<file path="config.mk">
export PLATFORM = sky130hd
export DESIGN_NAME = gpb_top
export DESIGN_NICKNAME = d
export VERILOG_FILES = /design/src/gpb_top.v
export VERILOG_INCLUDE_DIRS = /design/src
export SDC_FILE = /design/constraint.sdc
export NUM_CORES = 2
export LEC_CHECK = 0
export BUFFER_PORTS_ARGS = -buffer_cell sky130_fd_sc_hd__buf_4
export CORE_ASPECT_RATIO = 1.75
export CORE_MARGIN = 2
export CORE_UTILIZATION = 35
export DETAILED_ROUTE_END_ITERATION = 12
export PLACE_DENSITY = 0.55
export SYNTH_ARGS = -nofsm -noshare
export SYNTH_HDL_FRONTEND = slang
export SYNTH_SLANG_ARGS = --single-unit
</file>
<file path="constraint.sdc">
create_clock -name clk_i -period 71.3 [get_ports clk_i]
set_clock_uncertainty 0.05 [all_clocks]
set_input_delay 14.26 -clock clk_i [delete_from_list [all_inputs] [get_ports clk_i]]
set_output_delay 14.26 -clock clk_i [all_outputs]
set_load 0.01 [all_outputs]
</file>
<file path="src/gpb_consts.vh">
// Constants for the GPIO port block: map, fields, modes, reset values
`ifndef GPB_CONSTS_VH
`define GPB_CONSTS_VH

// Geometry
`define GPB_NPORTS 8
`define GPB_NPINS 55
`define GPB_PINS_ALL 64

// Register index within a port window (byte address bits [4:2])
`define GPB_REG_DR 3'h0
`define GPB_REG_PS 3'h1
`define GPB_REG_DM 3'h2
`define GPB_REG_CFG 3'h3
`define GPB_REG_HOLD 3'h4
`define GPB_REG_MSK 3'h5
`define GPB_REG_STAT 3'h6
`define GPB_REG_SEL 3'h7

// Port window: byte address bits [7:5] pick the port, stride 0x20
`define GPB_PORT_LSB 5
`define GPB_REG_LSB 2
`define GPB_MAP_LSB 8

// Field positions inside the configuration word
`define GPB_CFG_INDIS_LSB 0
`define GPB_CFG_OUTDIS_LSB 8
`define GPB_CFG_LVTTL_LSB 16
`define GPB_CFG_SLOW_LSB 24

// Drive modes, four bits per pin; unknown codes behave as disabled
`define GPB_DM_DIS 4'h0
`define GPB_DM_INONLY 4'h1
`define GPB_DM_STRONG 4'h2
`define GPB_DM_RPU 4'h3
`define GPB_DM_RPD 4'h4
`define GPB_DM_WPU 4'h5
`define GPB_DM_WPD 4'h6
`define GPB_DM_OD 4'h7
`define GPB_DM_OS 4'h8

// Reset values
`define GPB_RST_BYTE 8'h00
`define GPB_RST_WORD 32'h00000000

// Bus answers
`define GPB_RESP_OKAY 2'h0
`define GPB_RESP_SLVERR 2'h2

`endif

</file>
<file path="src/gpb_top.v">
// GPIO port block: pad control, I/O matrix, pin state, interrupts, AXI4-Lite
//
// Chosen here: the register offsets and the AXI4-Lite register port.
`timescale 1ns/1ns
`include "gpb_consts.vh"
module gpb_top #(
	parameter NPINS = `GPB_NPINS,
	parameter AW = 12
) (
	input wire clk_i,
	input wire rst_i,
	input wire [AW-1:0] s_axi_awaddr_i,
	input wire s_axi_awvalid_i,
	output wire s_axi_awready_o,
	input wire [31:0] s_axi_wdata_i,
	input wire [3:0] s_axi_wstrb_i,
	input wire s_axi_wvalid_i,
	output wire s_axi_wready_o,
	output reg [1:0] s_axi_bresp_o,
	output reg s_axi_bvalid_o,
	input wire s_axi_bready_i,
	input wire [AW-1:0] s_axi_araddr_i,
	input wire s_axi_arvalid_i,
	output wire s_axi_arready_o,
	output reg [31:0] s_axi_rdata_o,
	output reg [1:0] s_axi_rresp_o,
	output reg s_axi_rvalid_o,
	input wire s_axi_rready_i,
	input wire sleep_hold_i,
	input wire [NPINS-1:0] pad_in_i,
	output reg [NPINS-1:0] pad_out_o,
	output reg [NPINS-1:0] pad_oe_n_o,
	output reg [NPINS-1:0] pad_pu_o,
	output reg [NPINS-1:0] pad_pd_o,
	output reg [NPINS-1:0] pad_weak_o,
	output reg [NPINS-1:0] pad_ie_o,
	output reg [NPINS-1:0] pad_lvttl_o,
	output reg [NPINS-1:0] pad_slow_o,
	input wire [NPINS-1:0] periph_out_i,
	input wire [NPINS-1:0] periph_oe_i,
	output wire [NPINS-1:0] periph_in_o,
	output wire [`GPB_NPORTS-1:0] port_irq_o,
	output wire irq_o
);

	localparam NALL = `GPB_PINS_ALL;

	// Per-port register arrays
	reg [7:0] dr [0:`GPB_NPORTS-1];
	reg [31:0] dm [0:`GPB_NPORTS-1];
	reg [7:0] indis [0:`GPB_NPORTS-1];
	reg [7:0] outdis [0:`GPB_NPORTS-1];
	reg [7:0] lvttl [0:`GPB_NPORTS-1];
	reg [7:0] slow [0:`GPB_NPORTS-1];
	reg [7:0] hold [0:`GPB_NPORTS-1];
	reg [7:0] msk [0:`GPB_NPORTS-1];
	reg [7:0] stat [0:`GPB_NPORTS-1];
	reg [7:0] sel [0:`GPB_NPORTS-1];

	// Flattened views, one bit (or nibble) per pin
	wire [NALL-1:0] dr_f;
	wire [4*NALL-1:0] dm_f;
	wire [NALL-1:0] indis_f;
	wire [NALL-1:0] outdis_f;
	wire [NALL-1:0] lvttl_f;
	wire [NALL-1:0] slow_f;
	wire [NALL-1:0] hold_f;
	wire [NALL-1:0] sel_f;
	wire [NALL-1:0] ps_f;

	// Pin-side signals widened to a full set of eight ports
	wire [NALL-1:0] pin_ext;
	wire [NALL-1:0] pout_ext;
	wire [NALL-1:0] poe_ext;
	reg [NALL-1:0] sync1;
	reg [NALL-1:0] sync2;
	reg [NALL-1:0] sync3;
	reg [NALL-1:0] ps;
	wire [NALL-1:0] agree;
	wire [NALL-1:0] next_ps;
	wire [NALL-1:0] evt;

	// Next pad values computed per pin
	wire [NALL-1:0] next_out;
	wire [NALL-1:0] next_oe;
	wire [NALL-1:0] next_pu;
	wire [NALL-1:0] next_pd;
	wire [NALL-1:0] next_weak;
	wire [NALL-1:0] next_ie;
	wire [NALL-1:0] upd;

	// Bus slave state
	reg aw_got;
	reg w_got;
	reg [AW-1:0] aw_addr;
	reg [31:0] w_data;
	reg [3:0] w_strb;
	reg [31:0] cur_word;
	reg [31:0] rd_word;
	wire do_wr;
	wire wmap;
	wire rmap;
	wire [2:0] wp;
	wire [2:0] wr;
	wire [2:0] rp;
	wire [2:0] rr;
	wire [31:0] wv;

	integer k;
	integer kc;
	integer ks;

	// Pins that exist; absent ones keep no state and read back zero
	wire [NALL-1:0] pres;
	wire [4*NALL-1:0] pres4;
	wire [7:0] wpm;
	wire [31:0] wdm;

	assign pin_ext = {{(NALL-NPINS){1'b0}}, pad_in_i};
	assign pout_ext = {{(NALL-NPINS){1'b0}}, periph_out_i};
	assign poe_ext = {{(NALL-NPINS){1'b0}}, periph_oe_i};
	assign pres = {{(NALL-NPINS){1'b0}}, {NPINS{1'b1}}};
	assign wpm = pres[wp*8+:8];
	assign wdm = pres4[wp*32+:32];

	// Per-port flattening and port interrupt request
	genvar p;
	generate
		for (p = 0; p < `GPB_NPORTS; p = p + 1) begin : g_port
			assign dr_f[p*8+:8] = dr[p];
			assign dm_f[p*32+:32] = dm[p];
			assign indis_f[p*8+:8] = indis[p];
			assign outdis_f[p*8+:8] = outdis[p];
			assign lvttl_f[p*8+:8] = lvttl[p];
			assign slow_f[p*8+:8] = slow[p];
			assign hold_f[p*8+:8] = hold[p];
			assign sel_f[p*8+:8] = sel[p];
			assign port_irq_o[p] = |(stat[p] & msk[p]);
		end
	endgenerate

	assign irq_o = |port_irq_o;

	// Drive decode per pin; matrix picks the data source first
	genvar i;
	generate
		for (i = 0; i < NALL; i = i + 1) begin : g_pin
			reg d;
			reg oe;
			reg o;
			reg pu;
			reg pd;
			reg wk;
			reg ie;
			always @* begin
				d = sel_f[i] ? pout_ext[i] : dr_f[i];
				oe = 1'b0;
				o = 1'b0;
				pu = 1'b0;
				pd = 1'b0;
				wk = 1'b0;
				ie = 1'b1;
				case (dm_f[i*4+:4])
				`GPB_DM_STRONG: begin
					oe = 1'b1;
					o = d;
				end
				`GPB_DM_RPU: begin
					oe = ~d;
					pu = 1'b1;
				end
				`GPB_DM_RPD: begin
					oe = d;
					o = 1'b1;
					pd = 1'b1;
				end
				`GPB_DM_WPU: begin
					oe = ~d;
					pu = 1'b1;
					wk = 1'b1;
				end
				`GPB_DM_WPD: begin
					oe = d;
					o = 1'b1;
					pd = 1'b1;
					wk = 1'b1;
				end
				`GPB_DM_OD: begin
					oe = ~d;
				end
				`GPB_DM_OS: begin
					oe = d;
					o = 1'b1;
				end
				`GPB_DM_INONLY: begin
					oe = 1'b0;
				end
				default: begin
					ie = 1'b0;
				end
				endcase
			end
			// Peripheral enable on matrix-selected pins and output disable both veto the driver
			assign next_oe[i] = oe & ~outdis_f[i]
				& (~sel_f[i] | poe_ext[i]);
			assign next_out[i] = o;
			assign next_pu[i] = pu;
			assign next_pd[i] = pd;
			assign next_weak[i] = wk;
			assign next_ie[i] = ie & ~indis_f[i];
			assign pres4[i*4+:4] = {4{pres[i]}};
		end
	endgenerate

	// Held pins keep their last pad state while the sleep request stands
	assign upd = ~(hold_f & {NALL{sleep_hold_i}});

	// Pad outputs; reset leaves every pin undriven and unloaded
	always @(posedge clk_i or posedge rst_i) begin
		if (rst_i) begin
			pad_out_o <= {NPINS{1'b0}};
			pad_oe_n_o <= {NPINS{1'b1}};
			pad_pu_o <= {NPINS{1'b0}};
			pad_pd_o <= {NPINS{1'b0}};
			pad_weak_o <= {NPINS{1'b0}};
			pad_ie_o <= {NPINS{1'b0}};
			pad_lvttl_o <= {NPINS{1'b0}};
			pad_slow_o <= {NPINS{1'b0}};
		end else begin
			for (k = 0; k < NPINS; k = k + 1) begin
				if (upd[k]) begin
					pad_out_o[k] <= next_out[k];
					pad_oe_n_o[k] <= ~next_oe[k];
					pad_pu_o[k] <= next_pu[k];
					pad_pd_o[k] <= next_pd[k];
					pad_weak_o[k] <= next_weak[k];
					pad_ie_o[k] <= next_ie[k];
					pad_lvttl_o[k] <= lvttl_f[k];
					pad_slow_o[k] <= slow_f[k];
				end
			end
		end
	end

	// Three-stage sampler; a level counts once stages two and three agree
	always @(posedge clk_i or posedge rst_i) begin
		if (rst_i) begin
			sync1 <= {NALL{1'b0}};
			sync2 <= {NALL{1'b0}};
			sync3 <= {NALL{1'b0}};
			ps <= {NALL{1'b0}};
		end else begin
			sync1 <= pin_ext;
			sync2 <= sync1;
			sync3 <= sync2;
			ps <= next_ps;
		end
	end

	assign agree = ~(sync2 ^ sync3);
	// Disabled inputs read as zero and cannot fire events
	assign next_ps = ((agree & sync3) | (~agree & ps)) & next_ie;
	assign evt = (next_ps ^ ps) & next_ie;
	assign ps_f = ps;
	assign periph_in_o = ps[NPINS-1:0];

	// Write channel: address and data may arrive in either order
	assign s_axi_awready_o = ~aw_got & ~s_axi_bvalid_o;
	assign s_axi_wready_o = ~w_got & ~s_axi_bvalid_o;
	assign do_wr = aw_got & w_got & ~s_axi_bvalid_o;
	assign wp = aw_addr[`GPB_PORT_LSB+2:`GPB_PORT_LSB];
	assign wr = aw_addr[`GPB_REG_LSB+2:`GPB_REG_LSB];
	assign wmap = ~|aw_addr[AW-1:`GPB_MAP_LSB];
	assign rp = s_axi_araddr_i[`GPB_PORT_LSB+2:`GPB_PORT_LSB];
	assign rr = s_axi_araddr_i[`GPB_REG_LSB+2:`GPB_REG_LSB];
	assign rmap = ~|s_axi_araddr_i[AW-1:`GPB_MAP_LSB];

	// Register image by port and index, shared by read and merge
	function [31:0] gpb_word;
		input [2:0] idx;
		input [7:0] b_dr;
		input [7:0] b_ps;
		input [31:0] w_dm;
		input [31:0] w_cfg;
		input [7:0] b_hold;
		input [7:0] b_msk;
		input [7:0] b_stat;
		input [7:0] b_sel;
		begin
			case (idx)
			`GPB_REG_DR: gpb_word = {24'h000000, b_dr};
			`GPB_REG_PS: gpb_word = {24'h000000, b_ps};
			`GPB_REG_DM: gpb_word = w_dm;
			`GPB_REG_CFG: gpb_word = w_cfg;
			`GPB_REG_HOLD: gpb_word = {24'h000000, b_hold};
			`GPB_REG_MSK: gpb_word = {24'h000000, b_msk};
			`GPB_REG_STAT: gpb_word = {24'h000000, b_stat};
			default: gpb_word = {24'h000000, b_sel};
			endcase
		end
	endfunction

	always @* begin
		cur_word = gpb_word(wr, dr[wp], ps_f[wp*8+:8], dm[wp],
			{slow[wp], lvttl[wp], outdis[wp], indis[wp]},
			hold[wp], msk[wp], stat[wp], sel[wp]);
		rd_word = gpb_word(rr, dr[rp], ps_f[rp*8+:8], dm[rp],
			{slow[rp], lvttl[rp], outdis[rp], indis[rp]},
			hold[rp], msk[rp], stat[rp], sel[rp]);
	end

	// Byte strobes merge new data into the current word
	assign wv = {s_axi_wdata_i[31:24] & {8{1'b0}}, 24'h000000}
		| {w_strb[3] ? w_data[31:24] : cur_word[31:24],
		w_strb[2] ? w_data[23:16] : cur_word[23:16],
		w_strb[1] ? w_data[15:8] : cur_word[15:8],
		w_strb[0] ? w_data[7:0] : cur_word[7:0]};

	// Write handshakes and response
	always @(posedge clk_i or posedge rst_i) begin
		if (rst_i) begin
			aw_got <= 1'b0;
			w_got <= 1'b0;
			aw_addr <= {AW{1'b0}};
			w_data <= `GPB_RST_WORD;
			w_strb <= 4'h0;
			s_axi_bvalid_o <= 1'b0;
			s_axi_bresp_o <= `GPB_RESP_OKAY;
		end else begin
			if (s_axi_awvalid_i && s_axi_awready_o) begin
				aw_got <= 1'b1;
				aw_addr <= s_axi_awaddr_i;
			end
			if (s_axi_wvalid_i && s_axi_wready_o) begin
				w_got <= 1'b1;
				w_data <= s_axi_wdata_i;
				w_strb <= s_axi_wstrb_i;
			end
			if (do_wr) begin
				aw_got <= 1'b0;
				w_got <= 1'b0;
				s_axi_bvalid_o <= 1'b1;
				s_axi_bresp_o <= wmap ? `GPB_RESP_OKAY : `GPB_RESP_SLVERR;
			end else if (s_axi_bvalid_o && s_axi_bready_i) begin
				s_axi_bvalid_o <= 1'b0;
			end
		end
	end

	// Configuration writes; reset value of every mode field is disabled
	always @(posedge clk_i or posedge rst_i) begin
		if (rst_i) begin
			for (kc = 0; kc < `GPB_NPORTS; kc = kc + 1) begin
				dr[kc] <= `GPB_RST_BYTE;
				dm[kc] <= `GPB_RST_WORD;
				indis[kc] <= `GPB_RST_BYTE;
				outdis[kc] <= `GPB_RST_BYTE;
				lvttl[kc] <= `GPB_RST_BYTE;
				slow[kc] <= `GPB_RST_BYTE;
				hold[kc] <= `GPB_RST_BYTE;
				msk[kc] <= `GPB_RST_BYTE;
				sel[kc] <= `GPB_RST_BYTE;
			end
		end else if (do_wr && wmap) begin
			case (wr)
			`GPB_REG_DR: dr[wp] <= wv[7:0] & wpm;
			`GPB_REG_DM: dm[wp] <= wv & wdm;
			`GPB_REG_CFG: begin
				indis[wp] <= wv[`GPB_CFG_INDIS_LSB+:8] & wpm;
				outdis[wp] <= wv[`GPB_CFG_OUTDIS_LSB+:8] & wpm;
				lvttl[wp] <= wv[`GPB_CFG_LVTTL_LSB+:8] & wpm;
				slow[wp] <= wv[`GPB_CFG_SLOW_LSB+:8] & wpm;
			end
			`GPB_REG_HOLD: hold[wp] <= wv[7:0] & wpm;
			`GPB_REG_MSK: msk[wp] <= wv[7:0] & wpm;
			`GPB_REG_SEL: sel[wp] <= wv[7:0] & wpm;
			default: begin
			end
			endcase
		end
	end

	// Pending flags: an event in the clearing cycle survives the clear
	always @(posedge clk_i or posedge rst_i) begin
		if (rst_i) begin
			for (ks = 0; ks < `GPB_NPORTS; ks = ks + 1) begin
				stat[ks] <= `GPB_RST_BYTE;
			end
		end else begin
			for (ks = 0; ks < `GPB_NPORTS; ks = ks + 1) begin
				if (do_wr && wmap && wr == `GPB_REG_STAT
					&& wp == ks[2:0] && w_strb[0]) begin
					stat[ks] <= (stat[ks] & ~w_data[7:0])
						| evt[ks*8+:8];
				end else begin
					stat[ks] <= stat[ks] | evt[ks*8+:8];
				end
			end
		end
	end

	// Read channel: data registered at the address handshake
	assign s_axi_arready_o = ~s_axi_rvalid_o;

	always @(posedge clk_i or posedge rst_i) begin
		if (rst_i) begin
			s_axi_rvalid_o <= 1'b0;
			s_axi_rdata_o <= `GPB_RST_WORD;
			s_axi_rresp_o <= `GPB_RESP_OKAY;
		end else if (s_axi_arvalid_i && s_axi_arready_o) begin
			s_axi_rvalid_o <= 1'b1;
			s_axi_rdata_o <= rmap ? rd_word : `GPB_RST_WORD;
			s_axi_rresp_o <= rmap ? `GPB_RESP_OKAY : `GPB_RESP_SLVERR;
		end else if (s_axi_rvalid_o && s_axi_rready_i) begin
			s_axi_rvalid_o <= 1'b0;
		end
	end

endmodule // gpb_top

</file>
Word-level counts from Yosys, hierarchy flattened
Index checks and enable logic that the tools add are counted.
Storage, ports and cells
  register bits: 1589
  bits of input ports: 233
  word-level logic and storage cells: 2525
Cells by class
  order comparisons: 3
  eq/ne operators: 532
  shift-type cells: 4
  mux-type cells: 492
  bitwise gates (word level): 572
  reductions and logical operators: 388
Operators by type and width (count)
  $eq 4x3->1 const B: 256
  $reduce_or 8->1: 72
  $bwmux 64: 8
  $eq 4x2->1 const B: 128
  $pmux 32 s7: 2
  $bmux 8 s3: 18
  $mux 8: 49
  $reduce_or 2->1: 165
  $reduce_or 3->1: 110
  $mux 1: 292
  $not 1->1: 288
  $bwmux 256: 1
  $eq 4x1->1 const B: 64
  $eq 4x4->1 const B: 64
  $shiftx 256x9->32 const A: 1
  $and 64x64->64: 3
  $bmux 32 s3: 2
  $mux 32: 6
  $and 1x1->1: 178
  $pmux 1 s3: 55
  $and 8x8->8: 20
  $or 8x8->8: 16
  $shiftx 64x7->8: 2
  $pmux 1 s2: 55
  28 further kinds: 136

Depth between registers and ports, before layout
  depth in word-level cells: 10
  mapped depth: 14
  gate-level depth less buffers: 6

Worst setup path after synthesis
Ideal clock, no wire load.
  path kind: input-to-reg
  from: in s_axi_araddr_i[6]
  to: reg s_axi_rdata_o[6]
  arrival time: 16.337 ns
  required time: 71.129 ns
  slack: 54.792 ns
  stages: 7
  path buffers: 3
  cells stage by stage: buf_1 > buf_1 > clkbuf_1 > mux4_2 > a211oi_1 > o2111ai_1 > a22o_1
On the way
  word-level cells in the longest chain between the ends: 6
  elaborated cells on any way between the ends: 25
  those cells by class: shift (1); mux (23); bitwise (1)
RTL lines
  from (decl): line gpb_top.v:22  | input wire [AW-1:0] s_axi_araddr_i,
  branches (longest 4 deep; another with $shiftx 64x7->8)
  $pmux 32 s7 *: line gpb_top.v:290  | case (idx)
  $mux 32 (no line) *
  to (signal assigned): line gpb_top.v:408  | s_axi_rdata_o <= `GPB_RST_WORD;
  to (signal assigned): line gpb_top.v:412  | s_axi_rdata_o <= rmap ? rd_word : `GPB_RST_WORD;
  to (decl): line gpb_top.v:25  | output reg [31:0] s_axi_rdata_o,
Mark *: on every way between the ends. The select of a mux whose other input is x is not followed.
A chain may end at the register's enable or synchronous reset.

==> run metrics <==
outcome=finished with violations; failing checks=capacitance limit, slew limit; max cap viols=2; routed length per placed instance=between 30 and 40 um; CP Max Fanout=136; Worst-path clk slew=around 60 ps; core footprint=0.224 mm^2; clk sinks=1576; Post-synth EDFFs=0; H-Tree Depth=4; DRC=0; Pwr Density=slightly above 30 mW/mm^2; Worst-Margin Slew=1680 ps; post-synth top area cell=dfrtp_1; CTS Buf Count=about 170; Worst-Skew Late Latency=890 ps; largest family of logic cells by synthesized area=multiplexers; Max IR drop VDD=0.0323 mV; final setup violation count=0; reg2reg setup slack=~65000 ps; largest net degree at the start of global routing=181; final WL=429 mm; top cell type's share of synthesized area=48.4%; Post-Synth XOR/XNOR Area=1.75%; grt ovf=0; Die Y=631 um; FF-to-FF End=dr[21]$_DFFE_PP0P_; DIE WIDTH=362 um; Cells after Synth=7469; DP Area=0.0868 mm^2; ranking of synthesized cells by area=dfrtp_1 48%, mux4_2 11%, nand2_1 7.0%; synthesized flop and latch total=~1600; Max Slew Vio Count=10; element type at the critical path end=async pin; mux share of post-synthesis cell area=~17%; Synth Area in Adders=0%; Slew headroom=-12.0%; Setup crit end=stat[39]$_DFF_PP0_; vias post-DR=slightly below 70000; postcts setup bufs=0; vias per cell=6.17; HPWL Detailed=319 mm; vias in the first global route=64900; placer congestion estimate=about 1.1; post-cts sizing count=0; fmax=between 0.05 and 0.06 GHz; Hold Path Class=flip-flop to flip-flop; Tcrit/Tclk final=between 20% and 30%; Post-synth ARST share=100%; Netlist cell types=78; simple-gate share of the synthesized area=14.6%; register area=about 0.040 mm^2; Hold Path Cell Cnt=0; mapped cell area=roughly 0.079 mm^2; Max Buffers Root-to-Sink=4; gr usage total=37.0%; Leak=40.8 nW; fin nets=8159; worst path arrival time=19740 ps; Synth Flop Type=dfrtp_1; row count=230; fin area=0.0924 mm^2; first-pass GRT wire length=572 mm; critical path launch point=rst_i; RSZ-0062 raised after global routing=no; most frequent cells in the layout=1518 x dfrtp_1, 1455 x nand2_1, 922 x buf_4, 648 x o21ai_0, 476 x nor2_1; Critical R2R Launch=aw_addr[6]$_DFFE_PP0P_; hold_buf cts=0; final hold vios=0; initial DRC count=8345; CTS root buf=clkbuf_16; number of fill cells=21700; Final min period=roughly 19000 ps; final setup TNS=0 ps; syn_area_per_cell=10.5 um^2; I/O pins=about 780; Final ANT Viol Nets=0; CP Launch Type=input pin; initial antenna violation count=between 40 and 50; layout cells sized above 1=25.0%; number of synthesis warnings=0; critical path class=input pin to async pin; Area growth syn-to-layout=17.5%; area occupied by multi-input gates=0.0363 mm^2; worst r2r path cells=10; post-synthesis sequential area ratio=50.3%; CTS tree=built; complex-gate fraction of the synthesized area=12.4%; port bufs=between 700 and 800; Starting Density=35.1%; Die Area=0.229 mm^2; Worst Path Required=72080 ps; DRT Pass-1 Iters=7; most common cell after layout, fill and taps aside=dfrtp_1
-- area by class of cell --
type,instances,area share (%)
Sequential cell,1576,42.8
Multi-Input combinational cell,5168,39.2
Timing Repair Buffer,931,7.68
Clock buffer,231,5.08
Tap cell,2900,3.93
Clock inverter,70,0.834
Inverter,80,0.335
Antenna cell,49,0.133
-- synthesized netlist by cell type, types with 13 or more instances --
cell type	n
dfrtp_1	1521
nand2_1	1460
o21ai_0	652
nor2_1	509
clkbuf_1	492
mux4_2	378
mux2_2	300
a21oi_1	277
and2_1	150
mux2i_1	148
a31oi_1	144
xnor2_1	110
a22oi_1	104
a2111oi_0	95
inv_1	78
nor3_1	67
buf_2	62
nand3b_1	61
nor2b_1	60
nor3b_1	57
dfstp_2	55
nand2b_1	55
o2bb2ai_1	54
nand3_1	50
a211oi_1	49
nand4b_1	47
o41ai_1	47
xor2_1	47
buf_1	43
o22ai_1	37
a22o_1	29
buf_4	25
o31ai_1	25
buf_6	21
nand4_1	17
and3_1	13
or2_2	13
-- per-layer routing --
layer	global-route usage (%)	part of all wire (%)	vias up
li1	-	-	27500
met1	40.9	34	34600
met2	56.5	45	4378
met3	11.4	9.7	1352
met4	34.5	11	22
met5	0.533	0.031	-
-- flip-flops by register name, indices dropped and copies added (netlist names), 64 cells and up --
register and count:
dm 256, dr 64, sel 64, stat 64
hold 64, lvttl 64, slow 64, msk 64
outdis 64, indis 64
-- power breakdown --
| part | leakage, nW | internal, mW | total (mW) | switching, mW |
|---|---|---|---|---|
| registers | 21.3 | 0.972 | 1.12 | 0.145 |
| logic | 16.9 | 0.244 | 0.810 | 0.566 |
| clock network | 2.68 | 0.510 | 0.918 | 0.407 |
| total | 40.8 | 1.73 | 2.84 | 1.12 |
-- how the worst min path moves through the flow --
| stage | from | to | slack (ps) |
|---|---|---|---|
| final | sync1[42]$_DFF_PP0_ | sync2[42]$_DFF_PP0_ | 300 |
| after global routing | sync1[8]$_DFF_PP0_ | sync2[8]$_DFF_PP0_ | 310 |
| after CTS | sync1[29]$_DFF_PP0_ | sync2[29]$_DFF_PP0_ | 300 |
| after detailed placement | sync1[29]$_DFF_PP0_ | sync2[29]$_DFF_PP0_ | 280 |
| after global placement | sync1[3]$_DFF_PP0_ | sync2[3]$_DFF_PP0_ | 290 |
| after floorplan | sync1[0]$_DFF_PP0_ | sync2[0]$_DFF_PP0_ | 280 |
-- worst max-delay path, cell delays in order --
cell and delay (ps):
buf_4 130, inv_8 460, buf_12 640, buf_4 780, buf_4 830, buf_4 650
buf_4 740, buf_4 890
-- logic make-up after synthesis --
kind of cell	after synthesis
AO/OA/AOI/OAI	1588
XOR/XNOR	157
buffers and inverters	726
flip-flops	1576
multiplexers	828
other	1
AND/OR/NAND/NOR	2593
-- per-stage QoR --
| stage | total power [mW] | setup WS [ps] | std cells | util (%) | hold WS [ps] |
|---|---|---|---|---|---|
| detailed placement | 1.91 | 51240 | 10700 | 38.8 | 285 |
| floorplan | 1.49 | 12610 | 7470 | - | 281 |
| finish | 2.84 | 52330 | 11000 | 41.3 | 298 |
| CTS | 2.82 | 52110 | 11000 | 41.2 | 297 |
| global placement | 1.90 | 51320 | 10700 | 38.8 | 285 |
| global route | 2.89 | 51490 | 11000 | 41.2 | 310 |
Power figures use the tool's default switching activity.
